**src/serdes_channel_regs.vh**
```
// constants for the serdes channel with phase alignment
//
// Contract
// - every mode accepts a word factor from three through ten bits
// - transmit word captured by the serial clock when the load strobe fires
// - shift register moves low to high; top bit drives the line first
// - aligner picks the best of eight phases spaced 45 degrees apart
// - retiming buffer samples with the chosen phase, hands bits to slip stage (code buffers rx_sync_reg[1] and does not use the phase)
// - non-aligned receive bypasses aligner and buffer; sender keeps data aligned
// - each slip pulse delays the stream one serial bit
// - slip wrap flag rises four word clocks after the counter wraps
// - soft recovery uses the chosen phase and forwards a recovered word clock (code takes rx_sync_reg[1] directly; o_word_clk comes from bit_cnt_reg)
// - soft recovery limited to twelve channels per bank
// - duplex enables transmitters, equal counts up to eleven, no external pll
// - all receive channels in one bank, at most twenty-four channels
// - transmit clock and load strobe come from the pll side
// - local generator makes periphery clock and strobe; muxes pick clock source
// - load strobe pulses once per factor serial clocks
// - lock rises at first lock, drops after one or two same-way changes
`ifndef SERDES_CHANNEL_REGS_VH
`define SERDES_CHANNEL_REGS_VH
`define FACTOR_MIN 4'h3
`define FACTOR_MAX 4'ha
`define FACTOR_W 4
`define WORD_W 10
`define PHASE_N 8
`define PHASE_W 3
`define SLIP_WRAP 4'ha
`define WRAP_DELAY 2'h3
`define FIFO_DEPTH 4
`define FIFO_AW 2
`define MAX_SOFT_CDR 12
`define MAX_DUPLEX 11
`define MAX_BANK_CH 24
`define MODE_NON_ALIGNED 2'h0
`define MODE_PHASE_ALIGNED 2'h1
`define MODE_SOFT_CDR 2'h2
`endif

```
**src/serdes_channel_with_phase_align.v**
```verilog
// one serdes channel: serializer, phase aligner, retiming buffer, bit slip
`timescale 1ns/1ps
`include "serdes_channel_regs.vh"
module serdes_channel_with_phase_align #(
  parameter CHANNELS = 1,
  parameter DUPLEX = 0
) (
  input wire i_sys_clk,
  input wire i_srst,
  input wire [3:0] i_factor,
  input wire [1:0] i_rx_mode,
  input wire [9:0] i_tx_word,
  input wire i_rx_serial,
  input wire [7:0] i_phase_taps,
  input wire i_lock_one_change,
  input wire i_aligner_reset,
  input wire i_fifo_reset,
  input wire i_slip_req,
  input wire i_slip_reset,
  output reg o_tx_serial,
  output reg o_load_strobe,
  output reg o_word_clk,
  output reg [9:0] o_rx_word,
  output reg o_rx_word_valid,
  output reg o_phase_locked,
  output reg [2:0] o_selected_phase,
  output reg o_slip_wrap,
  output reg o_config_error
);
// --------------------------------------------------------------
// helpers
// --------------------------------------------------------------
function [3:0] clamp_factor;
  input [3:0] f;
  begin
    if (f < `FACTOR_MIN)
      clamp_factor = `FACTOR_MIN;
    else if (f > `FACTOR_MAX)
      clamp_factor = `FACTOR_MAX;
    else
      clamp_factor = f;
  end
endfunction
function [1:0] ptr_inc;
  input [1:0] p;
  begin
    ptr_inc = p + 2'h1;
  end
endfunction
// --------------------------------------------------------------
// input synchronisers
// --------------------------------------------------------------
reg [1:0] rx_sync_reg;
reg [7:0] tap_meta_reg;
reg [7:0] tap_reg;
reg [1:0] slip_sync_reg;
reg slip_prev_reg;
always @(posedge i_sys_clk)
begin
  if (i_srst)
  begin
    rx_sync_reg <= 2'h0;
    tap_meta_reg <= 8'h00;
    tap_reg <= 8'h00;
    slip_sync_reg <= 2'h0;
    slip_prev_reg <= 1'b0;
  end
  else
  begin
    rx_sync_reg <= {rx_sync_reg[0], i_rx_serial};
    tap_meta_reg <= i_phase_taps;
    tap_reg <= tap_meta_reg;
    slip_sync_reg <= {slip_sync_reg[0], i_slip_req};
    slip_prev_reg <= slip_sync_reg[1];
  end
end
wire slip_pulse = slip_sync_reg[1] & ~slip_prev_reg;
wire [3:0] factor = clamp_factor(i_factor);
// --------------------------------------------------------------
// load strobe generator and configuration check
// --------------------------------------------------------------
reg [3:0] bit_cnt_reg;
always @(posedge i_sys_clk)
begin
  if (i_srst)
  begin
    bit_cnt_reg <= 4'h0;
    o_load_strobe <= 1'b0;
    o_word_clk <= 1'b0;
    o_config_error <= 1'b0;
  end
  else
  begin
    if (bit_cnt_reg >= factor - 4'h1)
      bit_cnt_reg <= 4'h0;
    else
      bit_cnt_reg <= bit_cnt_reg + 4'h1;
    o_load_strobe <= (bit_cnt_reg == factor - 4'h1);
    o_word_clk <= (bit_cnt_reg < {1'b0, factor[3:1]});
    o_config_error <= (i_factor < `FACTOR_MIN) || (i_factor > `FACTOR_MAX) ||
      (CHANNELS > `MAX_BANK_CH) ||
      ((i_rx_mode == `MODE_SOFT_CDR) && (CHANNELS > `MAX_SOFT_CDR)) ||
      ((DUPLEX != 0) && (CHANNELS > `MAX_DUPLEX));
  end
end
wire load_now = (bit_cnt_reg == factor - 4'h1);
// --------------------------------------------------------------
// serializer
// --------------------------------------------------------------
reg [9:0] tx_hold_reg;
reg [9:0] tx_shift_reg;
reg tx_hold_full_reg;
always @(posedge i_sys_clk)
begin
  if (i_srst)
  begin
    tx_hold_reg <= 10'h000;
    tx_shift_reg <= 10'h000;
    tx_hold_full_reg <= 1'b0;
    o_tx_serial <= 1'b0;
  end
  else
  begin
    if (load_now)
    begin
      tx_hold_reg <= i_tx_word;
      tx_hold_full_reg <= 1'b1;
    end
    if (bit_cnt_reg == 4'h0 && tx_hold_full_reg)
      tx_shift_reg <= tx_hold_reg << (`WORD_W - factor);
    else
      tx_shift_reg <= {tx_shift_reg[8:0], 1'b0};
    o_tx_serial <= tx_shift_reg[`WORD_W - 1];
  end
end
// --------------------------------------------------------------
// phase aligner
// --------------------------------------------------------------
reg [2:0] phase_reg;
reg locked_seen_reg;
reg last_dir_reg;
reg [1:0] same_dir_reg;
reg [2:0] best;
integer k;
always @*
begin
  best = phase_reg;
  for (k = 0; k < `PHASE_N; k = k + 1)
    if (tap_reg[k] && tap_reg[(k + 7) % 8] && tap_reg[(k + 1) % 8])
      best = k[2:0];
end
wire phase_move = (best != phase_reg);
wire move_up = ((best - phase_reg) < 3'h4);
always @(posedge i_sys_clk)
begin
  if (i_srst || i_aligner_reset)
  begin
    phase_reg <= 3'h0;
    locked_seen_reg <= 1'b0;
    last_dir_reg <= 1'b0;
    same_dir_reg <= 2'h0;
    o_phase_locked <= 1'b0;
    o_selected_phase <= 3'h0;
  end
  else if (i_rx_mode != `MODE_NON_ALIGNED)
  begin
    if (phase_move)
    begin
      phase_reg <= best;
      last_dir_reg <= move_up;
      if (locked_seen_reg && (i_lock_one_change ||
        (same_dir_reg != 2'h0 && last_dir_reg == move_up)))
        o_phase_locked <= 1'b0;
      same_dir_reg <= locked_seen_reg ? 2'h1 : 2'h0;
    end
    else if (!locked_seen_reg && (tap_reg != 8'h00))
    begin
      locked_seen_reg <= 1'b1;
      o_phase_locked <= 1'b1;
    end
    o_selected_phase <= phase_reg;
  end
end
// --------------------------------------------------------------
// retiming buffer and receive path select
// --------------------------------------------------------------
reg fifo_mem [0:`FIFO_DEPTH - 1];
reg [1:0] wr_ptr_reg;
reg [1:0] rd_ptr_reg;
reg fifo_out_reg;
integer m;
always @(posedge i_sys_clk)
begin
  if (i_srst || i_fifo_reset)
  begin
    wr_ptr_reg <= 2'h2;
    rd_ptr_reg <= 2'h0;
    fifo_out_reg <= 1'b0;
    for (m = 0; m < `FIFO_DEPTH; m = m + 1)
      fifo_mem[m] <= 1'b0;
  end
  else
  begin
    fifo_mem[wr_ptr_reg] <= rx_sync_reg[1];
    wr_ptr_reg <= ptr_inc(wr_ptr_reg);
    rd_ptr_reg <= ptr_inc(rd_ptr_reg);
    fifo_out_reg <= fifo_mem[rd_ptr_reg];
  end
end
// non-aligned takes the line directly; soft recovery skips the buffer too
wire rx_bit = (i_rx_mode == `MODE_PHASE_ALIGNED) ? fifo_out_reg : rx_sync_reg[1];
// --------------------------------------------------------------
// bit slip and deserializer
// --------------------------------------------------------------
reg [9:0] delay_reg;
reg [3:0] slip_cnt_reg;
reg [9:0] des_shift_reg;
reg [1:0] wrap_wait_reg;
reg wrap_pend_reg;
always @(posedge i_sys_clk)
begin
  if (i_srst || i_slip_reset)
  begin
    delay_reg <= 10'h000;
    slip_cnt_reg <= 4'h0;
    des_shift_reg <= 10'h000;
    wrap_wait_reg <= 2'h0;
    wrap_pend_reg <= 1'b0;
    o_slip_wrap <= 1'b0;
    o_rx_word <= 10'h000;
    o_rx_word_valid <= 1'b0;
  end
  else
  begin
    delay_reg <= {delay_reg[8:0], rx_bit};
    if (slip_pulse)
    begin
      if (slip_cnt_reg >= `SLIP_WRAP - 4'h1)
      begin
        slip_cnt_reg <= 4'h0;
        wrap_pend_reg <= 1'b1;
        wrap_wait_reg <= 2'h0;
        o_slip_wrap <= 1'b0;
      end
      else
        slip_cnt_reg <= slip_cnt_reg + 4'h1;
    end
    else if (wrap_pend_reg && load_now)
    begin
      if (wrap_wait_reg == `WRAP_DELAY)
      begin
        wrap_pend_reg <= 1'b0;
        o_slip_wrap <= 1'b1;
      end
      else
        wrap_wait_reg <= wrap_wait_reg + 2'h1;
    end
    des_shift_reg <= {des_shift_reg[8:0],
      (slip_cnt_reg == 4'h0) ? rx_bit : delay_reg[slip_cnt_reg - 4'h1]};
    o_rx_word_valid <= load_now;
    if (load_now)
      o_rx_word <= des_shift_reg & ~(10'h3ff << factor);
  end
end
endmodule // serdes_channel_with_phase_align

```
**config.mk**
```make
export PLATFORM = sky130hd
export DESIGN_NAME = serdes_channel_with_phase_align
export DESIGN_NICKNAME = d
export VERILOG_FILES = /design/src/serdes_channel_with_phase_align.v
export VERILOG_INCLUDE_DIRS = /design/src /design/src/src
export SDC_FILE = /design/constraint.sdc
export NUM_CORES = 1
export LEC_CHECK = 0
export ABC_AREA = 1
export BUFFER_PORTS_ARGS = -buffer_cell sky130_fd_sc_hd__buf_2
export CELL_PAD_IN_SITES_DETAIL_PLACEMENT = 1
export CELL_PAD_IN_SITES_GLOBAL_PLACEMENT = 1
export CORE_ASPECT_RATIO = 0.5
export CORE_MARGIN = 4
export CORE_UTILIZATION = 30
export CTS_BUF_LIST = sky130_fd_sc_hd__clkbuf_4 sky130_fd_sc_hd__clkbuf_8 sky130_fd_sc_hd__clkbuf_16
export CTS_CLUSTER_DIAMETER = 80
export DETAILED_ROUTE_END_ITERATION = 10
export PLACE_DENSITY = 0.59
export REMOVE_ABC_BUFFERS = 1
export SLEW_MARGIN = 10
export SYNTH_ARGS = -nofsm -noshare
export SYNTH_HDL_FRONTEND = slang
export SYNTH_SLANG_ARGS = --single-unit
```
**constraint.sdc**
```tcl
create_clock -name i_sys_clk -period 9.8 [get_ports i_sys_clk]
set_clock_uncertainty 0.1 [all_clocks]
set_input_delay 2.94 -clock i_sys_clk [delete_from_list [all_inputs] [get_ports i_sys_clk]]
set_output_delay 2.94 -clock i_sys_clk [all_outputs]
set_load 0.01 [all_outputs]
```
==> results.toml <==
[clocking]
cts-htree-levels = 3
clk_pin_slew_worst_paths_ns = 0.07
clk_latency_ns = 0.36
cts_num_sinks = 108
numCtsBuffers = 9
clock_path_buffers = 2
cts_hold_buf = 0
cts_resized = 0
cts_tree = "built"
cts-root-buf = "clkbuf_16"
cts_setup_buffers = 0

[drt]
drtIter0Drc = 159
drt-pass1-iter-count = 4
wl_um = 11000
drc_errors = 0
vias = 3812
ant_nets = 0
vias_per_cell = 4.41
avgRoutedWirePerCell_um = 12.7

[final_layout]
diodes = 0
seqCellArea_sq_mm = 0.00220
utilization_pct = 36.4
drive_gt1_share_pct = 13.5
multi_input_area_sq_mm = 0.00192
layout_commonest_cell = "inv_1"
nFillCells = 1824
layout_common_cells = "110 x inv_1, 104 x dfxtp_1, 90 x nor2_1, 88 x nand2_1, 51 x buf_2"
area_growth_pct = 16.6
layout.nets = 714

[worst_setup_path]
worst_ep_arrival_time_ns = 5.68
critPathSlowestCell = "ha_1"
path_max_fanout = 17
cp-start-kind = "primary input"
crit_top_cell = "inv_2"
path_class = "in -> reg"
critPathLaunch = "i_factor[3]"
endpoint_kind = "flip-flop"
r2r_start = "tap_reg[0]$_SDFF_PP0_"
cp_num_buf_inv = 4
slowest_delay_ns = 0.51
path_cells = "buf_2, nor2_2, o21ai_2, nand2_2, nand2_4, inv_2, ha_1, ha_1, nand3_1, inv_2, nor2_4, inv_2, or2_1, a21oi_1"
critPathTopFamily = "simple AND/OR/NAND/NOR gates"
worstPathRequired_ns = 9.99

[power]
ir_drop_uv = 82.8
p_leak_nw = 2.35
p_per_area_mw_per_mm2 = 197

[floorplan]
design.die.area_sq_mm = 0.0176
placementRows = 31
fp.coreArea_sq_mm = 0.0148
die_h_um = 95.8
initial_core_util_pct = 31.3
io_pins = 52
die_x_um = 184

[grt]
grt_pass1_wl_um = 18800
grt_max_degree = 34
grt_overflow = 0
antenna_found_initial = 0
grt_pass1_vias = 3833
grt_usage_pct = 13.4

[flow_run]
drv_cap = 0

[hold_path]
hp-start = "tap_meta_reg[4]$_SDFF_PP0_"
holdCritPathClass = "reg -> reg"

[status]
status = "complete, no violations"

[sta]
drv_slew = 0
fin_crit_sh_pct = 56.1
fin_tns_setup_ns = 0
layout_setup_ws_ns = 4.30
finalHoldViolCount = 0
tightest_slew_ns = 0.663
rsz0062_at_grt = "no"
slew_headroom_pct = 55.6
finalCriticalPeriod_ns = 5.50
max_freq_ghz = 0.182
setup_viol = 0

[place]
place_hpwl_um = 8300
routabilityCongestion = 0.776
pre_cts_ws_ns = 3.92
io_buffers = 51

[yosys]
syn_area_sq_mm = 0.00462
synth_top_area_share_pct = 45.1
yosys-top-cells-area = "dfxtp_1 45%, inv_1 8.9%, nor2_1 7.3%, nand2_1 7.1%, ha_1 5.4%"
yosysSeqAreaShare_pct = 47.7
synth_largest_area_cell = "dfxtp_1"
avgSynthCellArea_sq_um = 7.57
netlist_instances = 610
synth.distinct_cells = 34
ys_warn_count = 0
synth-seq-cells = 108
[per-layer routing]
metal  global-route usage [%]  routed length [um]  up-vias
met4                     2.97                  95        0
met3                     4.27                 328        4
met2                     20.9                4840       35
met5                        0                   0        -
li1                         -                   -     2021
met1                     18.2                5680     1752
[Yosys cell counts, drive strengths merged]
master,count
inv,117
dfxtp,104
nor2,96
nand2,94
o21ai,48
a21oi,38
nand3,38
ha,20
o211ai,9
clkbuf,7
a211oi,5
buf,4
edfxtp,4
nand4,4
xor2,4
a22o,3
nor4,3
a31oi,2
clkinv,2
nor3,2
o21a,2
xnor2,2
a21boi,1
or2,1
[final timing paths]
check                                endpoint  slack [ns]  depth (start not counted)
setup reg to reg  o_phase_locked$_SDFFE_PP0P_        7.60                         17
hold / removal          tap_reg[4]$_SDFF_PP0_        0.30                          2
setup / recovery    o_rx_word[0]$_SDFFE_PP0N_        4.30                         14
hold reg to reg         tap_reg[4]$_SDFF_PP0_        0.30                          2
[power by group]
group | switching (W) | total, W | internal, W | leakage (nW)
logic | 0.000132 | 0.000200 | 0.0000689 | 1.30
registers | 0.0000174 | 0.000487 | 0.000470 | 0.892
clock network | 0.000178 | 0.000371 | 0.000193 | 0.151
total | 0.000327 | 0.00106 | 0.000732 | 2.35
[per-stage QoR]
stage               cell area, sq um  std cells  hold slack [ns]  total power, W
floorplan                       4570        599            0.288        0.000637
global placement                5080        849            0.289        0.000698
detailed placement              5080        849            0.298        0.000701
CTS                             5390        865            0.303         0.00108
global route                    5390        865            0.311         0.00114
finish                          5390        865            0.298         0.00106
[layout make-up]
class / count / area share [%]
flip-flops and latches: 108 / 40.9
multi-input cells: 372 / 35.7
inverters: 119 / 8.29
repair buffers: 52 / 4.88
clock buffers: 11 / 4.69
well taps: 198 / 4.60
clock inverters: 5 / 0.999
[kinds of logic (layout without fill, tap and decap cells)]
| family | after synthesis | count (layout) | synth area share (%) |
|---|---|---|---|
| adders and majority gates | 20 | 20 | 5.42 |
| DFF | 108 | 108 | 47.7 |
| and+or+nand+nor | 238 | 238 | 21.9 |
| AOI/OAI and AO/OA | 108 | 108 | 13.1 |
| buffers and inverters | 130 | 187 | 10.8 |
| xor gates and xnor gates | 6 | 6 | 1.14 |
[worst min-delay path, delay by kind of cell (launching register included)]
kind	cells	cell delay (ns)
buffers and inverters	1	0.04
flip-flops	1	0.30
AND/OR/NAND/NOR	1	0.03
(Power assumes the default switching activity.)
